==> config.mk <==
export PLATFORM = sky130hd
export DESIGN_NAME = ibc_ctrl
export DESIGN_NICKNAME = d
export VERILOG_FILES = /design/src/hdl/ibc_pkg.sv /design/src/hdl/ibc_ctrl.sv
export SDC_FILE = /design/constraint.sdc
export NUM_CORES = 1
export LEC_CHECK = 0
export BUFFER_PORTS_ARGS = -buffer_cell sky130_fd_sc_hd__buf_4
export CAP_MARGIN = 20
export CELL_PAD_IN_SITES_DETAIL_PLACEMENT = 1
export CELL_PAD_IN_SITES_GLOBAL_PLACEMENT = 1
export CORE_MARGIN = 4
export CORE_UTILIZATION = 40
export CTS_BUF_LIST = sky130_fd_sc_hd__clkbuf_4 sky130_fd_sc_hd__clkbuf_8
export DETAILED_ROUTE_END_ITERATION = 8
export GPL_TIMING_DRIVEN = 0
export PLACE_DENSITY = 0.6
export SYNTH_ARGS = -nofsm -noshare
export SYNTH_HDL_FRONTEND = slang
export SYNTH_SLANG_ARGS = --single-unit
==> constraint.sdc <==
create_clock -name mclk -period 3.5 [get_ports mclk]
set_clock_uncertainty 0.2 [all_clocks]
set_input_delay 0.7 -clock mclk [delete_from_list [all_inputs] [get_ports mclk]]
set_output_delay 0.7 -clock mclk [all_outputs]
set_load 0.01 [all_outputs]
==> src/hdl/ibc_pkg.sv <==
package ibc_pkg;

    // Data buffer geometry.
    localparam int         BUF_DEPTH = 68;
    localparam logic [6:0] BUF_LAST  = 7'h43;
    localparam logic [6:0] CNT_MAX   = 7'h44;

    // Register offsets on the plain register port.
    localparam logic [1:0] OFS_STATUS = 2'h0;
    localparam logic [1:0] OFS_DATA   = 2'h1;
    localparam logic [1:0] OFS_CTRL   = 2'h2;
    localparam logic [1:0] OFS_COUNT  = 2'h3;

    // Field positions in control_reg and transfer_byte_count.
    localparam int CTL_STA  = 5;
    localparam int CTL_STO  = 4;
    localparam int CTL_SI   = 3;
    localparam int CTL_MODE = 0;
    localparam int CNT_LB   = 7;

    // Reset values.
    localparam logic [7:0] COUNT_RESET = 8'h00;

    // Status codes.
    localparam logic [7:0] STS_START     = 8'h08;
    localparam logic [7:0] STS_RESTART   = 8'h10;
    localparam logic [7:0] STS_ADDR_ACK  = 8'h18;
    localparam logic [7:0] STS_ADDR_NACK = 8'h20;
    localparam logic [7:0] STS_DATA_ACK  = 8'h28;
    localparam logic [7:0] STS_DATA_NACK = 8'h30;
    localparam logic [7:0] STS_ARB_LOST  = 8'h38;
    localparam logic [7:0] STS_RADR_NACK = 8'h48;
    localparam logic [7:0] STS_RX_ACK    = 8'h50;
    localparam logic [7:0] STS_RX_NACK   = 8'h58;
    localparam logic [7:0] STS_IDLE      = 8'hf8;
    localparam logic [7:0] STS_BAD_COUNT = 8'hfc;

    // Serial timing: one bit is four quarter phases.
    localparam int         CLK_MHZ = 100;
    localparam int         QTR_NS  = 250;
    localparam int         QTR_CYC = (QTR_NS * CLK_MHZ + 999) / 1000;
    localparam logic [4:0] QTR_LAST = 5'(QTR_CYC - 1);

    typedef enum logic [2:0] {
        S_IDLE  = 3'b000,
        S_START = 3'b001,
        S_BIT   = 3'b011,
        S_HOLD  = 3'b010,
        S_STOP  = 3'b110
    } ibc_state_t;

    typedef struct packed {
        logic [1:0] addr;
        logic [7:0] wdata;
        logic       wr;
        logic       rd;
    } ibc_req_t;

endpackage

==> src/hdl/ibc_ctrl.sv <==
// Function
// - Writing the count register returns the buffer pointer to location zero, except in a cycle where a serial byte ends.
// - On completion the count register holds bytes actually sent or received.
// - Transmit sequences send buffer location zero first.
// - Receive completion returns the pointer to the first received byte.
// - Count zero or above 68 transfers nothing, interrupts, status FCh.
// - Count register: length in bits 6:0, last-byte-nack flag in bit 7.
// - Master transmit count is 1 after address, n+1 after n data.
// - Arbitration loss: 0 in address, else bytes completed before loss.
// - Master receive count: 1 on address nack, n after n bytes.
// - Address and sub-address sent and acked: hold clock, interrupt, 28h.
// - Start request while owning the bus: repeated start, interrupt, 10h.
// - Receive ending with last byte acked: hold clock, interrupt, 50h.
// - Receive ending with last byte nacked: interrupt, 58h, hold clock.
// - Stop-only control write sends stop, no interrupt, status F8h.
// - Last received byte is nacked when the flag is set, else acked.
// - Buffer holds 68 bytes and the pointer wraps to location zero.
`timescale 1ns/1ns
module ibc_ctrl (
    input  wire logic              mclk,
    input  wire logic              rst,
    input  wire ibc_pkg::ibc_req_t req,
    output logic [7:0]             rd_data,
    output logic                   irq,
    input  wire logic              scl_i,
    output logic                   scl_o,
    output logic                   scl_oe_n,
    input  wire logic              sda_i,
    output logic                   sda_o,
    output logic                   sda_oe_n
);
    import ibc_pkg::*;

    logic [7:0] buf_q [BUF_DEPTH];
    logic [6:0] ptr_q;
    logic [7:0] count_q;
    logic [7:0] status_q;
    logic [7:0] rd_data_q;
    logic       si_q;
    logic       mode_q;
    ibc_state_t state_q;
    logic [4:0] tmr_q;
    logic [1:0] ph_q;
    logic [3:0] bit_q;
    logic [7:0] shift_q;
    logic [6:0] done_q;
    logic       nack_q;
    logic       own_q;
    logic       rx_q;
    logic       addr_q;
    logic       scl_oen_q;
    logic       sda_oen_q;
    logic       scl_m_q;
    logic       scl_s_q;
    logic       sda_m_q;
    logic       sda_s_q;
    logic       fin;
    logic       fin_cnt_en;
    logic [7:0] fin_sts;
    logic [6:0] fin_cnt;

    function automatic logic [6:0] ptr_next(input logic [6:0] p);
        return (p == BUF_LAST) ? 7'h00 : p + 7'h01;
    endfunction

    function automatic logic hit(input ibc_req_t r, input logic [1:0] ofs);
        return r.addr == ofs;
    endfunction

    wire ready      = (state_q == S_IDLE) || (state_q == S_HOLD);
    wire active     = !ready;
    wire host_cnt   = req.wr && hit(req, OFS_COUNT);
    wire host_ctl   = req.wr && hit(req, OFS_CTRL);
    wire data_acc   = (req.wr || req.rd) && hit(req, OFS_DATA);
    wire cmd_sta    = host_ctl && ready && req.wdata[CTL_STA];
    wire cmd_sto    = host_ctl && ready && !req.wdata[CTL_STA]
                      && req.wdata[CTL_STO];
    wire cmd_go     = host_ctl && ready && own_q && !req.wdata[CTL_STA]
                      && !req.wdata[CTL_STO] && !req.wdata[CTL_SI]
                      && req.wdata[CTL_MODE];
    wire bad_cnt    = (count_q[6:0] == 7'h00) || (count_q[6:0] > CNT_MAX);
    wire launch     = cmd_go && !bad_cnt;
    wire tick       = tmr_q == QTR_LAST;
    wire step       = tick && !(ph_q == 2'h2 && !scl_s_q);
    wire at_bit     = (state_q == S_BIT) && step;
    wire byte_end   = at_bit && ph_q == 2'h3 && bit_q == 4'h8;
    wire last_byte  = 7'(done_q + 7'h01) == count_q[6:0];
    wire to_rx      = !rx_q && addr_q && shift_q[0] && !nack_q;
    wire start_done = (state_q == S_START) && step && ph_q == 2'h3;
    wire stop_done  = (state_q == S_STOP) && step && ph_q == 2'h3;
    wire we_drive   = (!rx_q && bit_q != 4'h8) || (rx_q && bit_q == 4'h8);
    wire lost       = at_bit && ph_q == 2'h2 && sda_oen_q && !sda_s_q
                      && we_drive;
    wire drv_low    = (!rx_q && bit_q != 4'h8 && !shift_q[7])
                      || (rx_q && bit_q == 4'h8
                          && !(last_byte && count_q[CNT_LB]));

    assign rd_data  = rd_data_q;
    assign irq      = si_q;
    assign scl_oe_n = scl_oen_q;
    assign sda_oe_n = sda_oen_q;
    assign scl_o    = 1'b0;
    assign sda_o    = 1'b0;

    // Two-flop synchronisers for the serial pins.
    always_ff @(posedge mclk or posedge rst)
    begin
        if (rst)
        begin
            scl_m_q <= 1'b1;
            scl_s_q <= 1'b1;
            sda_m_q <= 1'b1;
            sda_s_q <= 1'b1;
        end
        else
        begin
            scl_m_q <= scl_i;
            scl_s_q <= scl_m_q;
            sda_m_q <= sda_i;
            sda_s_q <= sda_m_q;
        end
    end

    // Completion events and the values they load.
    always_comb
    begin
        fin        = 1'b0;
        fin_cnt_en = 1'b0;
        fin_sts    = status_q;
        fin_cnt    = done_q;
        if (cmd_go && bad_cnt)
        begin
            fin     = 1'b1;
            fin_sts = STS_BAD_COUNT;
        end
        else if (start_done)
        begin
            fin     = 1'b1;
            fin_sts = own_q ? STS_RESTART : STS_START;
        end
        else if (lost)
        begin
            fin        = 1'b1;
            fin_cnt_en = 1'b1;
            fin_sts    = STS_ARB_LOST;
            fin_cnt    = 7'(done_q + {6'h00, rx_q});
        end
        else if (byte_end)
        begin
            fin_cnt = 7'(done_q + 7'h01);
            if (rx_q)
            begin
                if (last_byte)
                begin
                    fin        = 1'b1;
                    fin_cnt_en = 1'b1;
                    fin_sts    = count_q[CNT_LB] ? STS_RX_NACK
                                                 : STS_RX_ACK;
                end
            end
            else if (nack_q)
            begin
                fin        = 1'b1;
                fin_cnt_en = 1'b1;
                if (!addr_q)
                begin
                    fin_sts = STS_DATA_NACK;
                end
                else
                begin
                    fin_sts = shift_q[0] ? STS_RADR_NACK : STS_ADDR_NACK;
                end
            end
            else if (!to_rx && last_byte)
            begin
                fin        = 1'b1;
                fin_cnt_en = 1'b1;
                fin_sts    = addr_q ? STS_ADDR_ACK : STS_DATA_ACK;
            end
        end
    end

    // Serial engine.
    always_ff @(posedge mclk or posedge rst)
    begin
        if (rst)
        begin
            state_q   <= S_IDLE;
            tmr_q     <= 5'h00;
            ph_q      <= 2'h0;
            bit_q     <= 4'h0;
            shift_q   <= 8'h00;
            done_q    <= 7'h00;
            nack_q    <= 1'b0;
            own_q     <= 1'b0;
            rx_q      <= 1'b0;
            addr_q    <= 1'b0;
            scl_oen_q <= 1'b1;
            sda_oen_q <= 1'b1;
        end
        else
        begin
            tmr_q <= (!active || tick) ? 5'h00 : 5'(tmr_q + 5'h01);
            if (active && step)
            begin
                ph_q <= 2'(ph_q + 2'h1);
            end
            unique case (state_q)
                S_IDLE, S_HOLD:
                begin
                    ph_q <= 2'h0;
                    if (cmd_sta)
                    begin
                        state_q <= S_START;
                    end
                    else if (cmd_sto && own_q)
                    begin
                        state_q <= S_STOP;
                    end
                    else if (launch)
                    begin
                        state_q <= S_BIT;
                        bit_q   <= 4'h0;
                        done_q  <= 7'h00;
                        shift_q <= buf_q[0];
                    end
                end
                S_START:
                begin
                    if (step)
                    begin
                        unique case (ph_q)
                            2'h0: sda_oen_q <= 1'b1;
                            2'h1: scl_oen_q <= 1'b1;
                            2'h2: sda_oen_q <= 1'b0;
                            2'h3:
                            begin
                                scl_oen_q <= 1'b0;
                                state_q   <= S_HOLD;
                                own_q     <= 1'b1;
                                addr_q    <= 1'b1;
                                rx_q      <= 1'b0;
                            end
                        endcase
                    end
                end
                S_BIT:
                begin
                    if (step)
                    begin
                        unique case (ph_q)
                            2'h0: sda_oen_q <= !drv_low;
                            2'h1: scl_oen_q <= 1'b1;
                            2'h2:
                            begin
                                if (lost)
                                begin
                                    state_q   <= S_IDLE;
                                    scl_oen_q <= 1'b1;
                                    sda_oen_q <= 1'b1;
                                    own_q     <= 1'b0;
                                end
                                else if (bit_q != 4'h8)
                                begin
                                    shift_q <= {shift_q[6:0], sda_s_q};
                                end
                                else
                                begin
                                    nack_q <= sda_s_q;
                                end
                            end
                            2'h3:
                            begin
                                scl_oen_q <= 1'b0;
                                if (bit_q != 4'h8)
                                begin
                                    bit_q <= 4'(bit_q + 4'h1);
                                end
                                else
                                begin
                                    bit_q  <= 4'h0;
                                    addr_q <= 1'b0;
                                    if (fin)
                                    begin
                                        state_q <= S_HOLD;
                                    end
                                    else if (to_rx)
                                    begin
                                        rx_q   <= 1'b1;
                                        done_q <= 7'h00;
                                    end
                                    else
                                    begin
                                        done_q <= 7'(done_q + 7'h01);
                                        if (!rx_q)
                                        begin
                                            shift_q <= buf_q[ptr_q];
                                        end
                                    end
                                end
                            end
                        endcase
                    end
                end
                S_STOP:
                begin
                    if (step)
                    begin
                        unique case (ph_q)
                            2'h0: sda_oen_q <= 1'b0;
                            2'h1: scl_oen_q <= 1'b1;
                            2'h2: sda_oen_q <= 1'b1;
                            2'h3:
                            begin
                                state_q <= S_IDLE;
                                own_q   <= 1'b0;
                                rx_q    <= 1'b0;
                            end
                        endcase
                    end
                end
                default: state_q <= S_IDLE;
            endcase
        end
    end

    // Buffer pointer.
    always_ff @(posedge mclk or posedge rst)
    begin
        if (rst)
        begin
            ptr_q <= 7'h00;
        end
        else if (launch)
        begin
            ptr_q <= (rx_q && !addr_q) ? 7'h00 : 7'h01;
        end
        else if (byte_end)
        begin
            if (rx_q && fin)
            begin
                ptr_q <= 7'h00;
            end
            else if (to_rx)
            begin
                ptr_q <= 7'h00;
            end
            else if (!fin)
            begin
                ptr_q <= ptr_next(ptr_q);
            end
        end
        else if (host_cnt)
        begin
            ptr_q <= 7'h00;
        end
        else if (data_acc && ready)
        begin
            ptr_q <= ptr_next(ptr_q);
        end
    end

    // Buffer storage.
    always_ff @(posedge mclk)
    begin
        if (byte_end && rx_q)
        begin
            buf_q[ptr_q] <= shift_q;
        end
        else if (req.wr && hit(req, OFS_DATA) && ready)
        begin
            buf_q[ptr_q] <= req.wdata;
        end
    end

    // Byte count register.
    always_ff @(posedge mclk or posedge rst)
    begin
        if (rst)
        begin
            count_q <= COUNT_RESET;
        end
        else if (fin_cnt_en)
        begin
            count_q[6:0] <= fin_cnt;
        end
        else if (host_cnt)
        begin
            count_q <= req.wdata;
        end
    end

    // Status register.
    always_ff @(posedge mclk or posedge rst)
    begin
        if (rst)
        begin
            status_q <= STS_IDLE;
        end
        else if (fin)
        begin
            status_q <= fin_sts;
        end
        else if (stop_done)
        begin
            status_q <= STS_IDLE;
        end
    end

    // Interrupt flag and mode bit; a hardware set wins over a clear.
    always_ff @(posedge mclk or posedge rst)
    begin
        if (rst)
        begin
            si_q   <= 1'b0;
            mode_q <= 1'b0;
        end
        else
        begin
            if (fin)
            begin
                si_q <= 1'b1;
            end
            else if (host_ctl && !req.wdata[CTL_SI])
            begin
                si_q <= 1'b0;
            end
            if (host_ctl)
            begin
                mode_q <= req.wdata[CTL_MODE];
            end
        end
    end

    // Read data, valid in the cycle after the read strobe.
    always_ff @(posedge mclk or posedge rst)
    begin
        if (rst)
        begin
            rd_data_q <= 8'h00;
        end
        else if (req.rd)
        begin
            unique case (req.addr)
                OFS_STATUS: rd_data_q <= status_q;
                OFS_DATA:   rd_data_q <= buf_q[ptr_q];
                OFS_CTRL:   rd_data_q <= {4'h0, si_q, 2'h0, mode_q};
                OFS_COUNT:  rd_data_q <= count_q;
            endcase
        end
        else
        begin
            rd_data_q <= 8'h00;
        end
    end
endmodule // ibc_ctrl

==> metrics.sh, run 1 <==
TIMING.CRITICAL_PATH.REQUIRED_PS=3930
FINAL_CORE_UTIL=0.512
SYN-CELL-AREA_SQ_UM=25700
WORST_SLEW_PIN_SLEW_PS=1090
SYNTH_EDF_COUNT=544
SYNTH_LARGEST_TYPE_AREA_FRACTION=0.636
LEAKAGEPOWER_nW=11.0
TIMING.FINAL.CRIT_SHARE=1.04
DIE_AREA_SQ_UM=68300
REMAINING_DRC_ERRORS=0
CRIT_TYPE='register to register'
DRV_CAP=0
GRT_OVERFLOW_TOTAL=0
FAILING_CHECKS='setup timing'
YOSYS_WARNINGS=0
WORSTSKEWPAIRLATENCY_PS=730
PLACEMENTROWS=92
MAX_FREQ_GHz=0.274
POWER_FRAC_SEQ=0.357
CTSROOTBUFFERMASTER='sky130_fd_sc_hd__clkbuf_8'
YOSYS.CELL_TYPES.COUNT=87
REGTOREGSTARTPOINT='ptr_q[0]$_DFFE_PP0P_'
RSZ0062_AT_GRT='true'
LAYOUT_MIN_CYCLE_TIME_PS=3650
FINAL_LAYOUT_SIZE_SUFFIX_GT1_FRAC=0.316
CRITICAL_PATH.CELL_CHAIN='buf_6 > inv_1 > a221o_1 > a222oi_1 > o22ai_1 > or4b_4 > mux4_2 > and2_4'
TIMING.CRITICAL_PATH.TO_TYPE='register'
CTS.SINKS=614
SETUP.WORST_PATH.START='ptr_q[0]$_DFFE_PP0P_'
CP_SLOWEST_STAGE_DELAY_PS=660
POWER_W=0.0262
YS_SEQ_AREA_FRAC=0.705
CRITICAL_PATH_PEAK_FANOUT=10
MAX_SLEW_VIO_COUNT=0
CTS_MAX_LEVEL=3
FIRST_ITER_VIOLATIONS=2367
DRT-PASS1-ITER-COUNT=6
CORE_AREA_SQ_UM=63300
CLKSLEWWORSTSETUPHOLDPATHS_PS=70
P_CLK_FRAC=0.243
CELLINTERNALPOWER_W=0.0157
COMBPWRFRAC=0.400
ANTENNA_FOUND_INITIAL=5
GLOBALROUTETOTALUTIL=0.299
CELL_AT_THE_SLOWEST_STAGE_OF_THE_CRITICAL_PATH='sky130_fd_sc_hd__a222oi_1'
DPL.HPWL_UM=67600
FP.DIEW_UM=261
YOSYSTOPAREACELL='sky130_fd_sc_hd__edfxtp_1'
NETLIST_TOP_CELLS_AREA='sky130_fd_sc_hd__edfxtp_1 64%, sky130_fd_sc_hd__dfrtp_1 5.8%, sky130_fd_sc_hd__a22oi_1 3.1%, sky130_fd_sc_hd__mux2_2 2.4%, sky130_fd_sc_hd__mux4_2 1.9%'
AREA_GROWTH_PCT=26.2
WL_PER_CELL_UM=35.2
POWER.IR.VDD_WORST_mV=0.361
NUMCTSBUFFERS=103
MAXIMUM_NUMBER_OF_PINS_ON_ONE_NET_BEFORE_GLOBAL_ROUTE_REPAIR=69
POST_DRT_VIA_CELL_RATIO=6.33
IOPINCOUNT=29
SWITCHING_SHARE=0.401
PROPORTION_OF_SYNTHESIZED_FLIP_FLOPS_HAVING_ASYNCHRONOUS_SET_OR_RESET=0.114
WORST_HOLD_STARTPOINT='req[2]'
INITIAL_UTILIZATION=0.405
SYNTH-MAIN-FF-CELL='sky130_fd_sc_hd__edfxtp_1'
DIE_H_UM=261
WORST_EP_ARRIVAL_TIME_PS=4080
NETS=2034
POWER.SWITCHING_W=0.0105
DPL_WORST_SLACK_PS=-2430
TIMING.HOLD.WORST.CLASS='primary input to register'
HOLD_VIOL_FINAL=0
YS_SEQ_ELEMENTS=614
CRITPATHLAUNCHTYPE='register'
YOSYS-TOP-CELLS-COUNT='544 x sky130_fd_sc_hd__edfxtp_1, 124 x sky130_fd_sc_hd__nor2_1, 108 x sky130_fd_sc_hd__nand2_1'
GRT_PASS1_VIAS=18400
CLOCKBUFFERDEPTH=3
DETAILED_ROUTE_VIA_COUNT=18600
SYNTH_CELLS=1731
SETUP_VIOL=4
CLOCK_TREE_FROM_TRITONCTS='yes'
TIMING.MAX_SLEW.REL_SLACK=0.272
SYN-MEAN-INSTANCE-AREA_SQ_UM=14.8
RUN_STATUS='finished with violations'
PORTBUFFERS=25
ROUTED_WIRELENGTH_UM=103000
ANT_NETS=0
YOSYSMOSTFREQUENTCELL='sky130_fd_sc_hd__edfxtp_1'
PLACE.GP.CONGESTION=0.963
GRT_PASS1_WL_UM=143000
NUM-FILL-CELLS=6107
POWER_DENSITY_nW_PER_UM2=808
HOLD-WORST-SLACK_PS=73.3
TIMING.FINAL.WS_SETUP_PS=-148
==> power by group through the flow <==
stage | registers [W] | logic, W | clock network, W
2_1_floorplan | 0.00941 | 0.00402 | 0
3_3_place_gp | 0.00952 | 0.00809 | 0
3_5_place_dp | 0.00949 | 0.00871 | 0
4_1_cts | 0.00934 | 0.00974 | 0.00640
5_1_grt | 0.00938 | 0.0107 | 0.00680
6_report | 0.00935 | 0.0105 | 0.00637
==> layout make-up <==
class	instances	area (sq um)	share of cell area
flip-flops and latches	614	18100	0.559
multi-input cells	986	8100	0.250
repair buffers	173	2200	0.0679
clock buffers	149	1820	0.0561
well taps	846	1060	0.0327
plain buffers	102	855	0.0264
clock inverters	37	178	0.00548
inverters	24	96.3	0.00297
diodes	1	2.50	0.0000772
==> placed cells by master, fill, tap and decap left out, types with 16 or more instances in the layout <==
| cell type | synthesis | routed |
|---|---|---|
| sky130_fd_sc_hd__nand2b_1 | 20 | 20 |
| sky130_fd_sc_hd__nand3_1 | 33 | 29 |
| sky130_fd_sc_hd__nand2_1 | 108 | 97 |
| sky130_fd_sc_hd__clkbuf_1 | 73 | 20 |
| sky130_fd_sc_hd__mux2_2 | 54 | 50 |
| sky130_fd_sc_hd__a22o_1 | 17 | 17 |
| sky130_fd_sc_hd__nor2_1 | 124 | 57 |
| sky130_fd_sc_hd__a221oi_1 | 32 | 30 |
| sky130_fd_sc_hd__mux2i_1 | 21 | 21 |
| sky130_fd_sc_hd__edfxtp_1 | 544 | 544 |
| sky130_fd_sc_hd__dfrtp_1 | 59 | 57 |
| sky130_fd_sc_hd__clkbuf_4 | 0 | 46 |
| sky130_fd_sc_hd__buf_12 | 0 | 62 |
| sky130_fd_sc_hd__clkbuf_8 | 0 | 119 |
| sky130_fd_sc_hd__buf_8 | 0 | 21 |
| sky130_fd_sc_hd__inv_1 | 24 | 22 |
| sky130_fd_sc_hd__buf_4 | 2 | 101 |
| sky130_fd_sc_hd__o21ai_0 | 46 | 39 |
| sky130_fd_sc_hd__a21oi_1 | 63 | 56 |
| sky130_fd_sc_hd__clkbuf_2 | 0 | 21 |
| sky130_fd_sc_hd__a22oi_1 | 106 | 103 |
| sky130_fd_sc_hd__clkinv_1 | 0 | 24 |
| sky130_fd_sc_hd__nor2_4 | 0 | 65 |
| sky130_fd_sc_hd__mux4_2 | 22 | 22 |
| sky130_fd_sc_hd__buf_6 | 2 | 16 |
==> metal layers <==
layer | track usage | part of all wire
met4 | 0.120 | 0.048
met2 | 0.466 | 0.45
met1 | 0.410 | 0.39
met3 | 0.0694 | 0.11
met5 | 0 | 0.00033
==> timing repair <==
item                                    CTS  global route
buffers inserted                         75            43
cloned                                    0             1
endpoints found under the setup margin  658           559
hold buffers                              4             0
pin swaps                                58            32
resized for setup                       356            67
hold endpoints to repair                 28             0
==> sequential cells by signal, indices dropped and copies added, names as in the netlist, 2 cells and up <==
| name | flops |
|---|---|
| count_q | 8 |
| done_q | 7 |
| ptr_q | 7 |
| buf_q | 544 |
| bit_q | 4 |
| tmr_q | 5 |
| state_q | 3 |
| shift_q | 8 |
| rd_data | 8 |
| status_q | 6 |
| ph_q | 2 |
==> worst max-delay path: cells and delay by family, from the launching register on <==
family	cells	cell delay [ps]
compound gates	3	1200
simple gates	2	740
flops	1	500
mux	1	480
buf+inv	2	410
==> path summary, 6_finish.rpt <==
kind	to	slack, ps	cells past startpoint
max	rd_data[3]$_DFF_PP0_	-150	8
min	mode_q$_DFFE_PP0P_	70	2
max reg2reg	rd_data[3]$_DFF_PP0_	-150	8
min reg2reg	sda_s_q$_DFF_PP1_	160	0
max in group asynchronous	sda_s_q$_DFF_PP1_	2060	4
min in group asynchronous	rd_data[1]$_DFF_PP0_	340	3
==> through the flow <==
step / setup TNS (ps) / std cells / area [sq um]
after floorplan: 0 / 1732 / 25700
after global placement: -1276370 / 2603 / 26900
after detailed placement: -944410 / 2629 / 27400
after CTS: -31.3 / 2890 / 31700
after global routing: -677 / 2932 / 32400
final: -268 / 2932 / 32400
==> cells by family (layout without fill, tap and decap cells) <==
group                      after synthesis  in the layout  share of synthesized area
muxes                                   98             98                     0.0516
and+or+nand+nor                        429            429                     0.0873
xor gates and xnor gates                14             14                    0.00478
adders and majority gates               14             14                    0.00682
AOI/OAI and AO/OA                      429            429                      0.123
buffers and inverters                  132            485                     0.0213
other                                    1              3                   0.000146
DFF                                    614            614                      0.705
Note: power is estimated with default switching activity, not from simulation.
==> inputs of run 2 (changes only) <==
- BUFFER_PORTS_ARGS: -buffer_cell sky130_fd_sc_hd__buf_4 -> -buffer_cell sky130_fd_sc_hd__buf_2
==> metrics.sh, run 2 (same netlist as run 1, synthesis figures left out) <==
GRT_PASS1_VIAS=18600  # +1.1%
TIMING.HOLD.WORST.CLASS='primary input to register'
REG2REG_TO='rd_data[3]$_DFF_PP0_'
DRV_CAP=0  # unchanged
PLACE.GP.CONGESTION=0.940  # -2.4%
WORSTSKEWPAIRLATENCY_PS=730  # about the same
LARGEST_REGISTER='buf_q'
POWER.IR.VDD_WORST_mV=0.425  # +18%
SETUP_TNS_PS=-497  # -229 ps
RUN_STATUS='finished with violations'
ANTENNA_FOUND_INITIAL=6  # +1
SWITCHING_SHARE=0.401  # +0.000716
AREA_GROWTH_PCT=25.2
NUM-FILL-CELLS=6207  # +1.6%
POST_DRT_VIA_CELL_RATIO=6.34  # about the same
POWER_DENSITY_nW_PER_UM2=816  # +0.88%
HOLD_PATH_DEPTH=2  # unchanged
GRT_OVERFLOW_TOTAL=0  # unchanged
SETUP_VIOL=9  # +5
CELL_AT_THE_SLOWEST_STAGE_OF_THE_CRITICAL_PATH='sky130_fd_sc_hd__or4b_4'
GRT_PASS1_WL_UM=143000  # -0.22%
MAX_FREQ_GHz=0.274  # about the same
FAILING_CHECKS='setup timing'
CRITICAL_PATH_PEAK_FANOUT=10  # unchanged
PATH_DELAY_FAMILY='buffers and inverters'
DIE_AREA_SQ_UM=68300  # unchanged
DETAILED_PLACE.AREA_SQ_UM=27300  # -0.34%
MAX_SLEW_VIO_COUNT=0  # unchanged
PORTBUFFERS=25  # unchanged
LARGEST_REGISTER_FF_COUNT=544  # unchanged
FINAL_STD_CELL_AREA_NO_FILL_SQ_UM=32100  # -0.82%
TIMING.CRITICAL_PATH.REQUIRED_PS=3940  # about the same
ANT_NETS=0  # unchanged
CLOCKBUFFERDEPTH=3  # unchanged
TIMING.CRITICAL_PATH.TO_TYPE='register'
INITIAL_UTILIZATION=0.405  # unchanged
CORE_AREA_SQ_UM=63300  # unchanged
WORST_EP_ARRIVAL_TIME_PS=4080  # about the same
CLOCK_TREE_FROM_TRITONCTS='yes'
DPL.HPWL_UM=67700  # about the same
TIMING.FINAL.CRIT_SHARE=1.04  # about the same
REGTOREGSTARTPOINT='ptr_q[2]$_DFFE_PP0P_'
PLACEMENTROWS=92  # unchanged
NUMCTSBUFFERS=105  # +1.9%
FP.DIEW_UM=261  # unchanged
DETAILED_ROUTE_VIA_COUNT=18500  # -0.14%
WORST_SLEW_PIN_SLEW_PS=1140  # +51.1 ps
FINAL_CORE_UTIL=0.508  # -0.00419
FINAL_LAYOUT_SIZE_SUFFIX_GT1_FRAC=0.316  # about the same
CRITICAL_PATH.CELL_CHAIN='buf_8 > buf_4 > inv_1 > nor3_1 > o31ai_1 > or4b_4 > mux4_2 > and2_4'
TIMING.MAX_SLEW.REL_SLACK=0.239  # -0.0333
CRITPATHLAUNCHTYPE='register'
FIRST_ITER_VIOLATIONS=2470  # +4.4%
DRT-PASS1-ITER-COUNT=6  # unchanged
CTSROOTBUFFERMASTER='sky130_fd_sc_hd__clkbuf_8'
WORSTHOLDENDPOINT='count_q[7]$_DFFE_PP0P_'
LAYOUT_MIN_CYCLE_TIME_PS=3650  # -2.73 ps
WL_PER_CELL_UM=34.9  # -0.87%
MAXIMUM_NUMBER_OF_PINS_ON_ONE_NET_BEFORE_GLOBAL_ROUTE_REPAIR=69  # unchanged
WORST_HOLD_STARTPOINT='req[9]'
IOPINCOUNT=29  # unchanged
DIE_H_UM=261  # unchanged
REMAINING_DRC_ERRORS=0  # unchanged
POWER.SWITCHING_W=0.0105  # +0.24%
HOLD_VIOL_FINAL=0  # unchanged
LEAKAGEPOWER_nW=10.9  # -0.82%
GLOBALROUTETOTALUTIL=0.298  # -0.00129
COMBPWRFRAC=0.394  # -0.006
CP_SLOWEST_STAGE_DELAY_PS=600  # -60 ps
RSZ0062_AT_GRT='true'
TIMING.FINAL.WS_SETUP_PS=-145  # +2.73 ps
NETS=2016  # -0.88%
CELLINTERNALPOWER_W=0.0157  # about the same
CTS.SINKS=614  # unchanged
FINAL_COMMON_CELL='sky130_fd_sc_hd__edfxtp_1'
CLKSLEWWORSTSETUPHOLDPATHS_PS=60  # about the same
POWER_FRAC_SEQ=0.357  # about the same
PATH_BUF_INV=3  # +1
CRIT_TYPE='register to register'
ROUTED_WIRELENGTH_UM=102000  # -1.1%
MOSTFREQUENTLAYOUTCELLS='544 x sky130_fd_sc_hd__edfxtp_1, 116 x sky130_fd_sc_hd__clkbuf_8, 100 x sky130_fd_sc_hd__a22oi_1'
P_CLK_FRAC=0.249  # +0.006
WORST-R2R-SETUP-SLACK_PS=-150  # about the same
CTS_MAX_LEVEL=3  # unchanged
R2R.WORST_PATH.CELLS=8  # unchanged
-- run 2: cell types whose count changed in the layout (fill, tap and decap cells not counted), moves of 3 or more --
cell and delta:
sky130_fd_sc_hd__a21oi_2 -3, sky130_fd_sc_hd__clkbuf_2 -4, sky130_fd_sc_hd__buf_4 -38, sky130_fd_sc_hd__buf_2 +23, sky130_fd_sc_hd__clkbuf_8 -3, sky130_fd_sc_hd__a22oi_1 -3, sky130_fd_sc_hd__a22oi_2 +3, sky130_fd_sc_hd__clkinv_2 +16
-- run 2: per-layer routing --
metal	global-route usage	part of all wire
met5	0	0.000098
met4	0.137	0.052
met3	0.0712	0.11
met2	0.466	0.45
met1	0.398	0.39
-- run 2: through the flow --
stage / setup WS (ps) / instances / power, W / hold slack [ps]
final: -145 / 2925 / 0.0262 / 48.5
after CTS: -96.2 / 2899 / 0.0256 / 15.3
after floorplan: 183 / 1732 / 0.0134 / 145
after global placement: -2880 / 2603 / 0.0176 / 146
after global routing: -152 / 2923 / 0.0268 / 46.0
after detailed placement: -2590 / 2627 / 0.0182 / 147
-- run 2: cell type report --
class | count | area [sq um] | area share
Antenna cell | 3 | 7.51 | 0.000234
Tap cell | 846 | 1060 | 0.0329
Inverter | 24 | 100 | 0.00311
Clock inverter | 55 | 318 | 0.00989
Clock buffer | 142 | 1750 | 0.0546
Multi-Input combinational cell | 986 | 8020 | 0.250
Timing Repair Buffer | 152 | 1910 | 0.0594
Sequential cell | 614 | 18100 | 0.563
Buffer | 103 | 870 | 0.0271
-- run 2: worst max-delay path by stage --
stage,slack [ps],cells after the start,endpoint,startpoint
2_1_floorplan,180,11,buf_q[11][0]$_DFFE_PP_,ph_q[0]$_DFFE_PP0P_
3_3_place_gp,-2880,7,buf_q[41][4]$_DFFE_PP_,ptr_q[1]$_DFFE_PP0P_
3_5_place_dp,-2590,8,buf_q[41][4]$_DFFE_PP_,ptr_q[1]$_DFFE_PP0P_
4_1_cts,-100,8,rd_data[3]$_DFF_PP0_,ptr_q[2]$_DFFE_PP0P_
5_1_grt,-150,8,rd_data[3]$_DFF_PP0_,ptr_q[2]$_DFFE_PP0P_
6_report,-150,8,rd_data[3]$_DFF_PP0_,ptr_q[2]$_DFFE_PP0P_
-- run 2: worst reg2reg max path, stage by stage, from the launching register on --
cell                      delay, ps
sky130_fd_sc_hd__dfrtp_1        400
sky130_fd_sc_hd__buf_8          160
sky130_fd_sc_hd__buf_4          210
sky130_fd_sc_hd__inv_1          590
sky130_fd_sc_hd__nor3_1         180
sky130_fd_sc_hd__o31ai_1        570
sky130_fd_sc_hd__or4b_4         600
sky130_fd_sc_hd__mux4_2         480
sky130_fd_sc_hd__and2_4         170
-- run 2: power groups by stage --
| stage | registers (W) | logic (W) | clock network [W] |
|---|---|---|---|
| after global placement | 0.00952 | 0.00810 | 0 |
| after CTS | 0.00935 | 0.00972 | 0.00657 |
| after global routing | 0.00938 | 0.0105 | 0.00696 |
| after floorplan | 0.00941 | 0.00402 | 0 |
| final | 0.00936 | 0.0103 | 0.00653 |
| after detailed placement | 0.00947 | 0.00868 | 0 |
-- run 2: timing repair --
| action | CTS | global route |
|---|---|---|
| resized for setup | 359 | 61 |
| hold buffers | 3 | 0 |
| pin swaps | 56 | 32 |
| setup endpoints to repair | 591 | 726 |
| buffers inserted | 77 | 23 |
| hold endpoints to repair | 28 | 0 |
